**src/shared/fpec_pkg.sv**
```systemverilog
// constants and types shared by the flash program/erase controller
//
// What this block does
// - both option bits 0: user program and erases refused, debugger mass erase allowed
// - high-sector bit only: program and page erase in top sector; debugger mass erase
// - array protect bit 1: program and all erases allowed over the whole array
// - reset leaves the controller locked; nothing happens before the key
// - unlock needs 73h then 8ch as two consecutive command writes
// - unlocked: any command write relocks; erase codes run first, then relock
// - invalid value or wrong order on the command register relocks
// - erase codes 95h and 63h count only as third command after the key
// - unlocked, bypass off: each program memory write becomes one byte program
// - byte program only clears bits; erased bytes read ffh
// - processor held idle during a byte program; clock and peripherals run
// - 95h unlocked starts page erase of the selected 512 byte page
// - processor idles during page erase; controller relocks when it ends
// - 63h unlocked starts mass erase of the array, processor idling
// - mass erase completion returns the controller to locked
// - command write and status read share register address ff8h
// - status codes: 0 locked, 1 key one, 2 unlocked, 08/10/20 busy
// - bypass routes array controls to pins; erases still run
// - erased page is address bits 15 to 9 equal to page select
package fpec_pkg;
  localparam logic [11:0] FPEC_ADDR_CMD = 12'hff8;
  localparam logic [11:0] FPEC_ADDR_PAGE = 12'hff9;
  localparam logic [11:0] FPEC_ADDR_KHZ_HI = 12'hffa;
  localparam logic [11:0] FPEC_ADDR_KHZ_LO = 12'hffb;
  localparam logic [7:0] FPEC_KEY_FIRST = 8'h73;
  localparam logic [7:0] FPEC_KEY_SECOND = 8'h8c;
  localparam logic [7:0] FPEC_CMD_PAGE_ERASE = 8'h95;
  localparam logic [7:0] FPEC_CMD_MASS_ERASE = 8'h63;
  localparam logic [5:0] FPEC_ST_LOCKED = 6'h00;
  localparam logic [5:0] FPEC_ST_KEY1 = 6'h01;
  localparam logic [5:0] FPEC_ST_UNLOCKED = 6'h02;
  localparam logic [5:0] FPEC_ST_PROG = 6'h08;
  localparam logic [5:0] FPEC_ST_PAGE = 6'h10;
  localparam logic [5:0] FPEC_ST_MASS = 6'h20;
  localparam logic [7:0] FPEC_RESET_BYTE = 8'h00;
  localparam logic [7:0] FPEC_ERASED_BYTE = 8'hff;
  localparam int FPEC_PAGE_LSB = 9;
  // operation times in microseconds, scaled by the kilohertz value
  localparam int FPEC_PROG_TIME_US = 40;
  localparam int FPEC_PAGE_TIME_US = 10000;
  localparam int FPEC_MASS_TIME_US = 200000;
  localparam int FPEC_US_PER_MS = 1000;
  typedef enum logic [1:0] {
    FPEC_OP_PROG,
    FPEC_OP_PAGE,
    FPEC_OP_MASS
  } fpec_op_t;
  typedef enum {
    FPEC_LOCKED,
    FPEC_KEY1,
    FPEC_UNLOCKED,
    FPEC_PROGRAM,
    FPEC_PAGE_ERASE,
    FPEC_MASS_ERASE
  } fpec_state_t;
endpackage

```
**src/fpec_guard.sv**
```systemverilog
// option-bit protection check for program and erase requests
`timescale 1ns/100ps
module fpec_guard
  import fpec_pkg::*;
#(
  parameter int FLASH_BYTES = 65536,
  parameter int HIGH_BYTES = 4096
) (
  // option bits, captured
  input wire logic high_sector_protect_opt,
  input wire logic array_protect_opt,
  // request
  input wire logic [15:0] prog_addr,
  input wire logic [6:0] erase_page_select,
  input wire logic from_debugger,
  // verdicts
  output logic prog_ok,
  output logic page_ok,
  output logic mass_ok
);
  localparam logic [16:0] HIGH_BASE = 17'(FLASH_BYTES - HIGH_BYTES);
  logic [16:0] page_base;
  assign page_base = {1'b0, erase_page_select, 9'h000};
  always_comb begin
    if (array_protect_opt) begin
      prog_ok = 1'b1;
      page_ok = 1'b1;
      mass_ok = 1'b1;
    end else if (high_sector_protect_opt) begin
      prog_ok = ({1'b0, prog_addr} >= HIGH_BASE);
      page_ok = (page_base >= HIGH_BASE);
      mass_ok = from_debugger;
    end else begin
      prog_ok = 1'b0;
      page_ok = 1'b0;
      mass_ok = from_debugger;
    end
  end
endmodule

```
**src/fpec_timer.sv**
```systemverilog
// program/erase duration counter scaled by the kilohertz value
`timescale 1ns/100ps
module fpec_timer
  import fpec_pkg::*;
(
  // clock and reset
  input wire logic sys_clk,
  input wire logic sys_rst,
  // control
  input wire logic start,
  input fpec_op_t op,
  input wire logic [15:0] clock_khz_value,
  // completion
  output logic done
);
  logic [31:0] cnt_ff;
  logic [31:0] nxt_cnt;
  logic busy_ff;
  logic nxt_busy;
  logic done_ff;
  logic nxt_done;
  logic [47:0] scaled;
  logic [31:0] load;
  always_comb begin
    scaled = 48'h0;
    case (op)
      FPEC_OP_PROG: scaled = 48'(clock_khz_value) * 48'(FPEC_PROG_TIME_US);
      FPEC_OP_PAGE: scaled = 48'(clock_khz_value) * 48'(FPEC_PAGE_TIME_US);
      default: scaled = 48'(clock_khz_value) * 48'(FPEC_MASS_TIME_US);
    endcase
    // khz times us over 1000 gives cycles; an unloaded value still ends
    load = 32'(scaled / 48'(FPEC_US_PER_MS));
    if (load == 32'h0) begin
      load = 32'h1;
    end
  end
  always_comb begin
    nxt_cnt = cnt_ff;
    nxt_busy = busy_ff;
    nxt_done = 1'b0;
    if (start) begin
      nxt_cnt = load;
      nxt_busy = 1'b1;
    end else if (busy_ff) begin
      if (cnt_ff <= 32'h1) begin
        nxt_busy = 1'b0;
        nxt_done = 1'b1;
      end else begin
        nxt_cnt = cnt_ff - 32'h1;
      end
    end
  end
  always_ff @(posedge sys_clk or posedge sys_rst) begin
    if (sys_rst) begin
      cnt_ff <= 32'h0;
      busy_ff <= 1'b0;
      done_ff <= 1'b0;
    end else begin
      cnt_ff <= nxt_cnt;
      busy_ff <= nxt_busy;
      done_ff <= nxt_done;
    end
  end
  assign done = done_ff;
endmodule

```
**src/fpec_ctrl.sv**
```systemverilog
// flash lock/unlock sequencer and program/erase controller
`timescale 1ns/100ps
module fpec_ctrl
  import fpec_pkg::*;
#(
  parameter int FLASH_BYTES = 65536,
  parameter int HIGH_BYTES = 4096
) (
  // clock and reset
  input wire logic sys_clk,
  input wire logic sys_rst,
  // register file port
  input wire logic [11:0] reg_addr,
  input wire logic reg_wr,
  input wire logic reg_rd,
  input wire logic reg_from_dbg,
  input wire logic [7:0] reg_wdata,
  output logic [7:0] reg_rdata,
  // program memory writes from processor or debugger
  input wire logic pm_wr,
  input wire logic [15:0] pm_addr,
  input wire logic [7:0] pm_wdata,
  input wire logic [7:0] pm_old_data,
  // option bits, sampled after reset
  input wire logic high_sector_protect_opt,
  input wire logic array_protect_opt,
  // bypass pins
  input wire logic bypass_en,
  input wire logic byp_prog,
  input wire logic [15:0] byp_addr,
  input wire logic [7:0] byp_data,
  // flash array controls
  output logic arr_prog,
  output logic arr_page_erase,
  output logic arr_mass_erase,
  output logic [15:0] arr_addr,
  output logic [7:0] arr_data,
  // processor stall
  output logic cpu_hold
);
  // sizes the guard cannot serve stop the build, not the run
  if (HIGH_BYTES < 1024 || HIGH_BYTES > 4096 || FLASH_BYTES > 65536
      || FLASH_BYTES < 2 * HIGH_BYTES || HIGH_BYTES % 512 != 0
      || FLASH_BYTES % 512 != 0) begin : g_bad_size
    $error("fpec_ctrl: unsupported flash or high sector size");
  end

  ////////////////////////////////////////////////////////////////////////
  // register file: page select and kilohertz value

  logic [6:0] page_ff;
  logic [6:0] nxt_page;
  logic [15:0] khz_ff;
  logic [15:0] nxt_khz;
  logic [7:0] rdata_ff;
  logic [7:0] nxt_rdata;
  logic [5:0] status;
  logic wr_cmd;

  // page and khz stay writable during an op; the running op keeps its own copy
  assign wr_cmd = reg_wr && (reg_addr == FPEC_ADDR_CMD);

  always_comb begin
    nxt_page = page_ff;
    nxt_khz = khz_ff;
    nxt_rdata = rdata_ff;
    // khz comes a byte at a time; an op started between the two sees a mix
    if (reg_wr) begin
      if (reg_addr == FPEC_ADDR_PAGE) begin
        nxt_page = reg_wdata[6:0];
      end else if (reg_addr == FPEC_ADDR_KHZ_HI) begin
        nxt_khz = {reg_wdata, khz_ff[7:0]};
      end else if (reg_addr == FPEC_ADDR_KHZ_LO) begin
        nxt_khz = {khz_ff[15:8], reg_wdata};
      end
    end
    if (reg_rd) begin
      if (reg_addr == FPEC_ADDR_CMD) begin
        nxt_rdata = {2'b00, status};
      end else if (reg_addr == FPEC_ADDR_PAGE) begin
        nxt_rdata = {1'b0, page_ff};
      end else if (reg_addr == FPEC_ADDR_KHZ_HI) begin
        nxt_rdata = khz_ff[15:8];
      end else if (reg_addr == FPEC_ADDR_KHZ_LO) begin
        nxt_rdata = khz_ff[7:0];
      end else begin
        nxt_rdata = FPEC_RESET_BYTE;
      end
    end
  end

  always_ff @(posedge sys_clk or posedge sys_rst) begin
    if (sys_rst) begin
      page_ff <= 7'h00;
      khz_ff <= 16'h0000;
      rdata_ff <= FPEC_RESET_BYTE;
    end else begin
      page_ff <= nxt_page;
      khz_ff <= nxt_khz;
      rdata_ff <= nxt_rdata;
    end
  end

  assign reg_rdata = rdata_ff;

  ////////////////////////////////////////////////////////////////////////
  // option bit capture

  // straps are caught by a clocked load after release, never by the reset
  logic opt_valid_ff;
  logic nxt_opt_valid;
  logic hsp_ff;
  logic nxt_hsp;
  logic ap_ff;
  logic nxt_ap;

  always_comb begin
    nxt_opt_valid = 1'b1;
    nxt_hsp = hsp_ff;
    nxt_ap = ap_ff;
    if (!opt_valid_ff) begin
      nxt_hsp = high_sector_protect_opt;
      nxt_ap = array_protect_opt;
    end
  end

  always_ff @(posedge sys_clk or posedge sys_rst) begin
    if (sys_rst) begin
      opt_valid_ff <= 1'b0;
      hsp_ff <= 1'b0;
      ap_ff <= 1'b0;
    end else begin
      opt_valid_ff <= nxt_opt_valid;
      hsp_ff <= nxt_hsp;
      ap_ff <= nxt_ap;
    end
  end

  ////////////////////////////////////////////////////////////////////////
  // protection and timing helpers

  logic prog_ok;
  logic page_ok;
  logic mass_ok;
  logic tmr_start;
  fpec_op_t tmr_op;
  logic tmr_done;

  // verdicts follow the request combinationally and count at the taking edge
  fpec_guard #(
    .FLASH_BYTES(FLASH_BYTES),
    .HIGH_BYTES(HIGH_BYTES)
  ) u_guard (
    .high_sector_protect_opt(hsp_ff),
    .array_protect_opt(ap_ff),
    .prog_addr(pm_addr),
    .erase_page_select(page_ff),
    .from_debugger(reg_from_dbg),
    .prog_ok(prog_ok),
    .page_ok(page_ok),
    .mass_ok(mass_ok)
  );

  // one timer serves all ops, since only one can run at a time
  fpec_timer u_timer (
    .sys_clk(sys_clk),
    .sys_rst(sys_rst),
    .start(tmr_start),
    .op(tmr_op),
    .clock_khz_value(khz_ff),
    .done(tmr_done)
  );

  ////////////////////////////////////////////////////////////////////////
  // lock sequencer and operation control

  fpec_state_t state_ff;
  fpec_state_t nxt_state;
  logic [15:0] op_addr_ff;
  logic [15:0] nxt_op_addr;
  logic [7:0] op_data_ff;
  logic [7:0] nxt_op_data;

  always_comb begin
    nxt_state = state_ff;
    nxt_op_addr = op_addr_ff;
    nxt_op_data = op_data_ff;
    tmr_start = 1'b0;
    tmr_op = FPEC_OP_PROG;
    case (state_ff)
      FPEC_LOCKED: begin
        // program writes fall through untouched here
        if (wr_cmd && reg_wdata == FPEC_KEY_FIRST) begin
          nxt_state = FPEC_KEY1;
        end
      end
      FPEC_KEY1: begin
        if (wr_cmd) begin
          if (reg_wdata == FPEC_KEY_SECOND) begin
            nxt_state = FPEC_UNLOCKED;
          end else begin
            nxt_state = FPEC_LOCKED;
          end
        end
      end
      FPEC_UNLOCKED: begin
        if (wr_cmd) begin
          // the key pair or a finished byte program leads here; byte programs are no command writes, so this write is the third one
          if (reg_wdata == FPEC_CMD_PAGE_ERASE && page_ok) begin
            nxt_state = FPEC_PAGE_ERASE;
            nxt_op_addr = 16'(page_ff) << FPEC_PAGE_LSB;
            nxt_op_data = FPEC_ERASED_BYTE;
            tmr_start = 1'b1;
            tmr_op = FPEC_OP_PAGE;
          end else if (reg_wdata == FPEC_CMD_MASS_ERASE && mass_ok) begin
            nxt_state = FPEC_MASS_ERASE;
            nxt_op_addr = 16'h0000;
            nxt_op_data = FPEC_ERASED_BYTE;
            tmr_start = 1'b1;
            tmr_op = FPEC_OP_MASS;
          end else begin
            // a refused erase code also lands here and relocks, array untouched
            nxt_state = FPEC_LOCKED;
          end
        end else if (pm_wr && prog_ok && !bypass_en) begin
          nxt_state = FPEC_PROGRAM;
          nxt_op_addr = pm_addr;
          // merging with the old byte means a 0 bit can never rise again
          nxt_op_data = pm_wdata & pm_old_data;
          tmr_start = 1'b1;
          tmr_op = FPEC_OP_PROG;
        end
      end
      FPEC_PROGRAM: begin
        // command writes are dropped until the byte is done
        if (tmr_done) begin
          nxt_state = FPEC_UNLOCKED;
        end
      end
      FPEC_PAGE_ERASE: begin
        if (tmr_done) begin
          // the erase code was the last command, so the lock closes when it ends
          nxt_state = FPEC_LOCKED;
        end
      end
      FPEC_MASS_ERASE: begin
        if (tmr_done) begin
          nxt_state = FPEC_LOCKED;
        end
      end
      default: begin
        nxt_state = FPEC_LOCKED;
      end
    endcase
  end

  always_ff @(posedge sys_clk or posedge sys_rst) begin
    if (sys_rst) begin
      state_ff <= FPEC_LOCKED;
      op_addr_ff <= 16'h0000;
      op_data_ff <= FPEC_ERASED_BYTE;
    end else begin
      state_ff <= nxt_state;
      op_addr_ff <= nxt_op_addr;
      op_data_ff <= nxt_op_data;
    end
  end

  always_comb begin
    // busy codes leave the low three bits at 0; no sub-step is shown
    case (state_ff)
      FPEC_KEY1: status = FPEC_ST_KEY1;
      FPEC_UNLOCKED: status = FPEC_ST_UNLOCKED;
      FPEC_PROGRAM: status = FPEC_ST_PROG;
      FPEC_PAGE_ERASE: status = FPEC_ST_PAGE;
      FPEC_MASS_ERASE: status = FPEC_ST_MASS;
      default: status = FPEC_ST_LOCKED;
    endcase
  end

  ////////////////////////////////////////////////////////////////////////
  // array drive, bypass mux and processor hold

  logic prog_ff;
  logic nxt_prog;
  logic page_er_ff;
  logic nxt_page_er;
  logic mass_er_ff;
  logic nxt_mass_er;
  logic [15:0] aaddr_ff;
  logic [15:0] nxt_aaddr;
  logic [7:0] adata_ff;
  logic [7:0] nxt_adata;
  logic hold_ff;
  logic nxt_hold;

  always_comb begin
    nxt_prog = (nxt_state == FPEC_PROGRAM);
    nxt_page_er = (nxt_state == FPEC_PAGE_ERASE);
    nxt_mass_er = (nxt_state == FPEC_MASS_ERASE);
    nxt_aaddr = nxt_op_addr;
    nxt_adata = nxt_op_data;
    // erases keep ownership of the array even with bypass on
    if (bypass_en && !nxt_page_er && !nxt_mass_er) begin
      nxt_prog = byp_prog;
      nxt_aaddr = byp_addr;
      nxt_adata = byp_data;
    end
    // one cycle after the request the processor is already stalled
    nxt_hold = (nxt_state == FPEC_PROGRAM)
      || (nxt_state == FPEC_PAGE_ERASE)
      || (nxt_state == FPEC_MASS_ERASE);
  end

  always_ff @(posedge sys_clk or posedge sys_rst) begin
    if (sys_rst) begin
      prog_ff <= 1'b0;
      page_er_ff <= 1'b0;
      mass_er_ff <= 1'b0;
      aaddr_ff <= 16'h0000;
      adata_ff <= FPEC_ERASED_BYTE;
      hold_ff <= 1'b0;
    end else begin
      prog_ff <= nxt_prog;
      page_er_ff <= nxt_page_er;
      mass_er_ff <= nxt_mass_er;
      aaddr_ff <= nxt_aaddr;
      adata_ff <= nxt_adata;
      hold_ff <= nxt_hold;
    end
  end

  // every array and hold output is a flop, so no decode glitch reaches the array
  assign arr_prog = prog_ff;
  assign arr_page_erase = page_er_ff;
  assign arr_mass_erase = mass_er_ff;
  assign arr_addr = aaddr_ff;
  assign arr_data = adata_ff;
  assign cpu_hold = hold_ff;
endmodule

```
**config.mk**
```make
export PLATFORM = sky130hd
export DESIGN_NAME = fpec_ctrl
export DESIGN_NICKNAME = d
export VERILOG_FILES = /design/src/shared/fpec_pkg.sv /design/src/fpec_guard.sv /design/src/fpec_timer.sv /design/src/fpec_ctrl.sv
export SDC_FILE = /design/constraint.sdc
export NUM_CORES = 1
export LEC_CHECK = 0
export ABC_CLOCK_PERIOD_IN_PS = 26900
export BUFFER_PORTS_ARGS = -buffer_cell sky130_fd_sc_hd__buf_2
export CAP_MARGIN = 20
export CORE_ASPECT_RATIO = 1.5
export CORE_MARGIN = 1
export CORE_UTILIZATION = 42
export CTS_BUF_LIST = sky130_fd_sc_hd__clkbuf_8
export CTS_CLUSTER_DIAMETER = 50
export CTS_CLUSTER_SIZE = 40
export DETAILED_ROUTE_END_ITERATION = 10
export PLACE_DENSITY = 0.56
export SETUP_SLACK_MARGIN = 0.1
export SYNTH_ARGS = -nofsm -noshare
export SYNTH_HDL_FRONTEND = slang
export SYNTH_SLANG_ARGS = --single-unit
```
**constraint.sdc**
```tcl
create_clock -name sys_clk -period 26.9 [get_ports sys_clk]
set_input_delay 2.69 -clock sys_clk [delete_from_list [all_inputs] [get_ports sys_clk]]
set_output_delay 2.69 -clock sys_clk [all_outputs]
set_load 0.02 [all_outputs]
```
==> results.cfg, run 1 <==
[status]
status = finished, final reports clean

[die]
io_pins = 122
rows = 99
start_util_pct = 42.81
die_y_um = 275.5
dieArea_mm2 = 0.05079
die_w_um = 184.3
coreArea_mm2 = 0.04893

[global_route]
globalRoute.totalOverflow = 0
grt_pass1_wl_um = 102800
grtUsageMet1_pct = 28.47
use_met2_pct = 48.81
grt_pass1_vias = 19633
grt_max_degree = 93
met3_usage_pct = 2.283
track_usage_pct = 25.21
antenna_found_initial = 0
busiest_layer = met2

[finish]
fin_nets = 2954
drive_above_1_share_pct = 14.16
antenna_cells = 0
instances_no_fill = 3276
mostFrequentLayoutCells = inv_1 (256), ha_1 (181), nand2_1 (177), a21oi_1 (172), nor2_1 (149)
final_common_cell = inv_1
area_growth_pct = 9.050

[synthesis]
async_flop_share_pct = 100.0
syn_area_mm2 = 0.02095
synthFlopType = dfrtp_1
ys_ff_latch = 152
seq_area_frac_synth_pct = 18.25
avgSynthCellArea_um2 = 8.365
yosys_warnings = 0
synth-edff-count = 0
syn_inst = 2504
ys_types = 129

[clocking]
clk_latency_ns = 0.48
h-tree-depth = 4
clk_pin_slew_ns = 0.11
root_buffer = clkbuf_8
clock-sinks = 152
clockBufferDepth = 2
hold_buffers = 0
cts_tree = yes
cts_buffers = 17

[sta]
period_share_pct = 93.32
drv_slew = 0
finClkSkew_ns = 0.02297
relSlewSlack_pct = 25.07
hold_ws_ns = 0.4694
hold_violations = 0
setup_violations = 0
fmax_mhz = 39.84
period_needed_ns = 25.10
tightest_slew_ns = 1.124
rsz0062_at_grt = no
fin_tns_setup_ns = 0
layout_setup_ws_ns = 1.797

[hold_path]
hold_depth = 2
min_path_type = register to register

[pwr]
intPower_w = 0.0003240
pwr-share-clk_pct = 40.1
p_comb_share_pct = 9.8
p_sw_share_pct = 30.99
p_seq_share_pct = 50.2
ir_drop_mv = 0.03404
p_sw_w = 0.0001455
power_per_cell_area_mw_per_mm2 = 20.55
power.total_w = 0.0004695
p_leak_nw = 10.74

[setup_path]
r2r_cells = 74
critPathKind = register to register
end_kind = register
cpPeakStageDelay_ns = 0.74
cp_common_cell = inv_1
worstPathArrival_ns = 25.49
critPathRequiredTime_ns = 27.28
start_kind = register
critPathSlowestCell = o31ai_2
cp_max_fo = 18
worst-r2r-setup-slack_ns = 1.80

[place]
io_buffers = 121
place_congestion = 0.9237
dp_hpwl_um = 51270
place_inst = 3240
dp_slack_ns = 0.5485

[route]
drc = 0
post_drt_wl_per_cell_um = 19.46
vias = 19558
via_per_inst = 5.970
drtIter0Drc = 1054
wirelength_um = 63740
final_antenna_net_count = 0
dr.pass1.iters = 5

[flow_run]
drv_cap = 0
cell families after synthesis:
group / after synthesis / share of synthesized area (%)
xor gates and xnor gates: 126 / 5.537
other: 2 / 0.03585
AOI/OAI and AO/OA: 803 / 28.59
adders and majority gates: 268 / 18.79
muxes: 93 / 4.964
DFF: 152 / 18.25
and+or+nand+nor: 714 / 17.36
buffers and inverters: 346 / 6.463
power by group through the flow:
stage	Combinational (W)	Sequential [W]	Clock (W)
finish	0.0000459	0.000235	0.000188
global route	0.0000512	0.000236	0.000201
CTS	0.0000460	0.000236	0.000194
detailed placement	0.0000459	0.000240	0
global placement	0.0000454	0.000240	0
floorplan	0.0000255	0.000242	0
final cells by class:
class | instances | area [µm²]
Clock buffer | 17 | 234.0
Clock inverter | 15 | 195.2
Fill cell | 4875 | 26090
Inverter | 257 | 969.7
Multi-Input combinational cell | 2034 | 16010
Sequential cell | 152 | 3826
Tap cell | 656 | 820.8
Timing Repair Buffer | 145 | 785.8
per-layer routing:
metal	part of all wire, %	vias to the layer above
li1	-	9430
met1	40	9550
met2	55	452
met3	2.9	126
met4	3.0	0
met5	0	-
state kept, by name (all words and copies together) (netlist names), 7 cells and up:
name	flops
u_timer.cnt_ff	32
arr_data	8
state_ff	32
arr_addr	16
khz_ff	16
op_addr_ff	16
op_data_ff	8
reg_rdata	8
page_ff	7
cells in the mapped netlist (21+ instances only):
master	count	area [µm²]
o211ai_1	37	277.8
inv_1	257	964.7
o21ai_0	112	560.5
mux2i_1	33	330.3
a31oi_1	32	200.2
xnor2_1	85	744.5
xor2_1	35	306.5
clkbuf_1	55	206.5
o31ai_1	22	165.2
nor2b_1	25	156.4
nand3_1	65	325.3
nand2b_1	24	150.1
o21a_1	22	165.2
a21oi_1	174	870.8
mux2_2	53	596.8
nand4_1	27	168.9
nor2_1	149	559.3
o22ai_1	21	131.4
nand2_1	177	664.4
dfrtp_1	136	3403
and3_1	23	143.9
fa_1	80	1602
nor3_1	61	305.3
a21o_1	44	330.3
a211oi_1	22	165.2
and2_1	32	200.2
nor4_1	26	162.7
o21ai_1	23	115.1
ha_1	181	2265
final timing paths:
check / start / to
setup / recovery: khz_ff[11] / u_timer.cnt_ff[0]
hold / removal: op_addr_ff[10] / op_addr_ff[10]
setup reg to reg: khz_ff[11] / u_timer.cnt_ff[0]
hold reg to reg: op_addr_ff[10] / op_addr_ff[10]
max in group asynchronous: sys_rst / u_timer.cnt_ff[29]
min in group asynchronous: sys_rst / state_ff[20]
critical path, delay by kind of cell (launching register included):
family          cells  cell delay, ns
compound gates     38           12.86
simple gates       17            5.29
fa+ha+maj           6            2.71
mux                 4            1.80
xor+xnor            5            1.41
flops               1            0.66
buf+inv             4            0.23
repair_timing:
action                                  4_1_cts  5_1_grt
resized for setup                             0       23
endpoints found under the setup margin        0        4
setup buffers                                 0        3
endpoints found under the hold margin         0        0
through the flow:
step	area, µm²	utilization (%)
2_1_floorplan	21050	-
4_1_cts	22690	46.37
6_report	22840	46.68
5_1_grt	22840	46.68
3_3_place_gp	22260	45.49
3_5_place_dp	22260	45.49
Note: power is estimated with default switching activity, not from simulation.
==> inputs of run 2 (changes only) <==
MAX_ROUTING_LAYER = met4   (was unset)
==> results.cfg, run 2 (synthesis gave the netlist of run 1 again) <==
[setup_path]
worstPathArrival_ns = 25.64
critPathRequiredTime_ns = 27.27
critPathKind = register to register
cp_common_cell = inv_1
cp_max_fo = 12
critPathSlowestCell = o41ai_1
cpPeakStageDelay_ns = 0.79
critical_path.startpoint = khz_ff[11]
rr_endpoint = u_timer.cnt_ff[0]
r2r_cells = 73
worst-r2r-setup-slack_ns = 1.63
start_kind = register
r2r-start = khz_ff[11]
worstSetupEndpoint = u_timer.cnt_ff[0]
end_kind = register

[clocking]
clk_pin_slew_ns = 0.10
clock-sinks = 152
root_buffer = clkbuf_8
clockBufferDepth = 2
h-tree-depth = 4
cts_tree = yes
cts_buffers = 17
clk_latency_ns = 0.48

[global_route]
track_usage_pct = 25.87
grt_max_degree = 89
antenna_found_initial = 0
globalRoute.totalOverflow = 0
grt_pass1_wl_um = 101700
grt_pass1_vias = 19449

[sta]
fin_tns_setup_ns = 0
finClkSkew_ns = 0.02245
setup_violations = 0
fmax_mhz = 39.57
layout_setup_ws_ns = 1.630
tightest_slew_ns = 1.106
drv_slew = 0
period_needed_ns = 25.27
rsz0062_at_grt = no
hold_violations = 0
relSlewSlack_pct = 26.28
period_share_pct = 93.94

[route]
final_antenna_net_count = 0
drtIter0Drc = 985
drc = 0
via_per_inst = 5.961
vias = 19522
post_drt_wl_per_cell_um = 19.57
dr.pass1.iters = 5
wirelength_um = 64080

[finish]
antenna_cells = 0
final_common_cell = inv_1
mostFrequentLayoutCells = inv_1 (256), ha_1 (181), nand2_1 (177), a21oi_1 (172), nor2_1 (149)
area_growth_pct = 8.829
drive_above_1_share_pct = 13.82
fin_nets = 2953
instances_no_fill = 3275
top_regs = state_ff: 32 flops, u_timer.cnt_ff: 32 flops

[place]
dp_hpwl_um = 51730
dp_slack_ns = 0.5083
place_congestion = 0.9245
io_buffers = 121
place_inst = 3240

[pwr]
p_leak_nw = 10.71
power_per_cell_area_mw_per_mm2 = 20.49
power.total_w = 0.0004672
ir_drop_mv = 0.04116

[die]
rows = 99
coreArea_mm2 = 0.04893
start_util_pct = 42.81
die_w_um = 184.3
dieArea_mm2 = 0.05079
io_pins = 122
die_y_um = 275.5

[flow_run]
drv_cap = 0

[status]
status = finished, final reports clean

[hold_path]
min_path_type = register to register
[run 2: how the worst min path moves through the flow]
stage | cells after the start | slack [ns] | start | to
floorplan | 2 | 0.43 | op_addr_ff[14] | op_addr_ff[14]
global placement | 2 | 0.45 | op_addr_ff[9] | op_addr_ff[9]
detailed placement | 2 | 0.45 | op_addr_ff[10] | op_addr_ff[10]
CTS | 2 | 0.48 | op_addr_ff[10] | op_addr_ff[10]
global route | 2 | 0.51 | op_addr_ff[12] | op_addr_ff[12]
finish | 2 | 0.47 | op_addr_ff[15] | op_addr_ff[15]
[run 2: through the flow]
| step | cell area (µm²) | hold WS [ns] | util [%] |
|---|---|---|---|
| 3_3_place_gp | 22260 | 0.4454 | 45.49 |
| 3_5_place_dp | 22260 | 0.4542 | 45.49 |
| 2_1_floorplan | 21050 | 0.4324 | - |
| 6_report | 22800 | 0.4738 | 46.59 |
| 4_1_cts | 22690 | 0.4782 | 46.37 |
| 5_1_grt | 22800 | 0.5053 | 46.59 |
[run 2: timing repair]
item / CTS / global route
hold buffers: 0 / 0
resized for setup: 0 / 15
setup endpoints to repair: 0 / 4
buffers inserted: 0 / 1
[run 2: area by class of cell]
type | instances | area [µm²]
Multi-Input combinational cell | 2034 | 15970
Timing Repair Buffer | 144 | 778.2
Fill cell | 4913 | 26130
Clock inverter | 15 | 195.2
Clock buffer | 17 | 234.0
Inverter | 257 | 969.7
Tap cell | 656 | 820.8
Sequential cell | 152 | 3824
[run 2: power breakdown]
part | internal, W | total (W) | switching (W)
Combinational | 0.0000169 | 0.0000460 | 0.0000291
Sequential | 0.000234 | 0.000235 | 0.00000184
Clock | 0.0000733 | 0.000186 | 0.000112
[run 2: metal layers]
layer	track usage, %	vias to the layer above	share of wire (%)
met5	-	-	0
met1	28.62	9591	40
met2	48.68	392	55
li1	-	9436	-
met3	1.913	103	2.4
met4	8.048	0	2.6
[run 2: worst max-delay path: cells and delay by family, from the launching register on]
family | cells | cell delay [ns]
compound gates | 39 | 12.93
flops | 1 | 0.66
simple gates | 16 | 4.90
xor+xnor | 1 | 0.27
mux | 7 | 3.41
fa+ha+maj | 6 | 2.72
buf+inv | 4 | 0.23
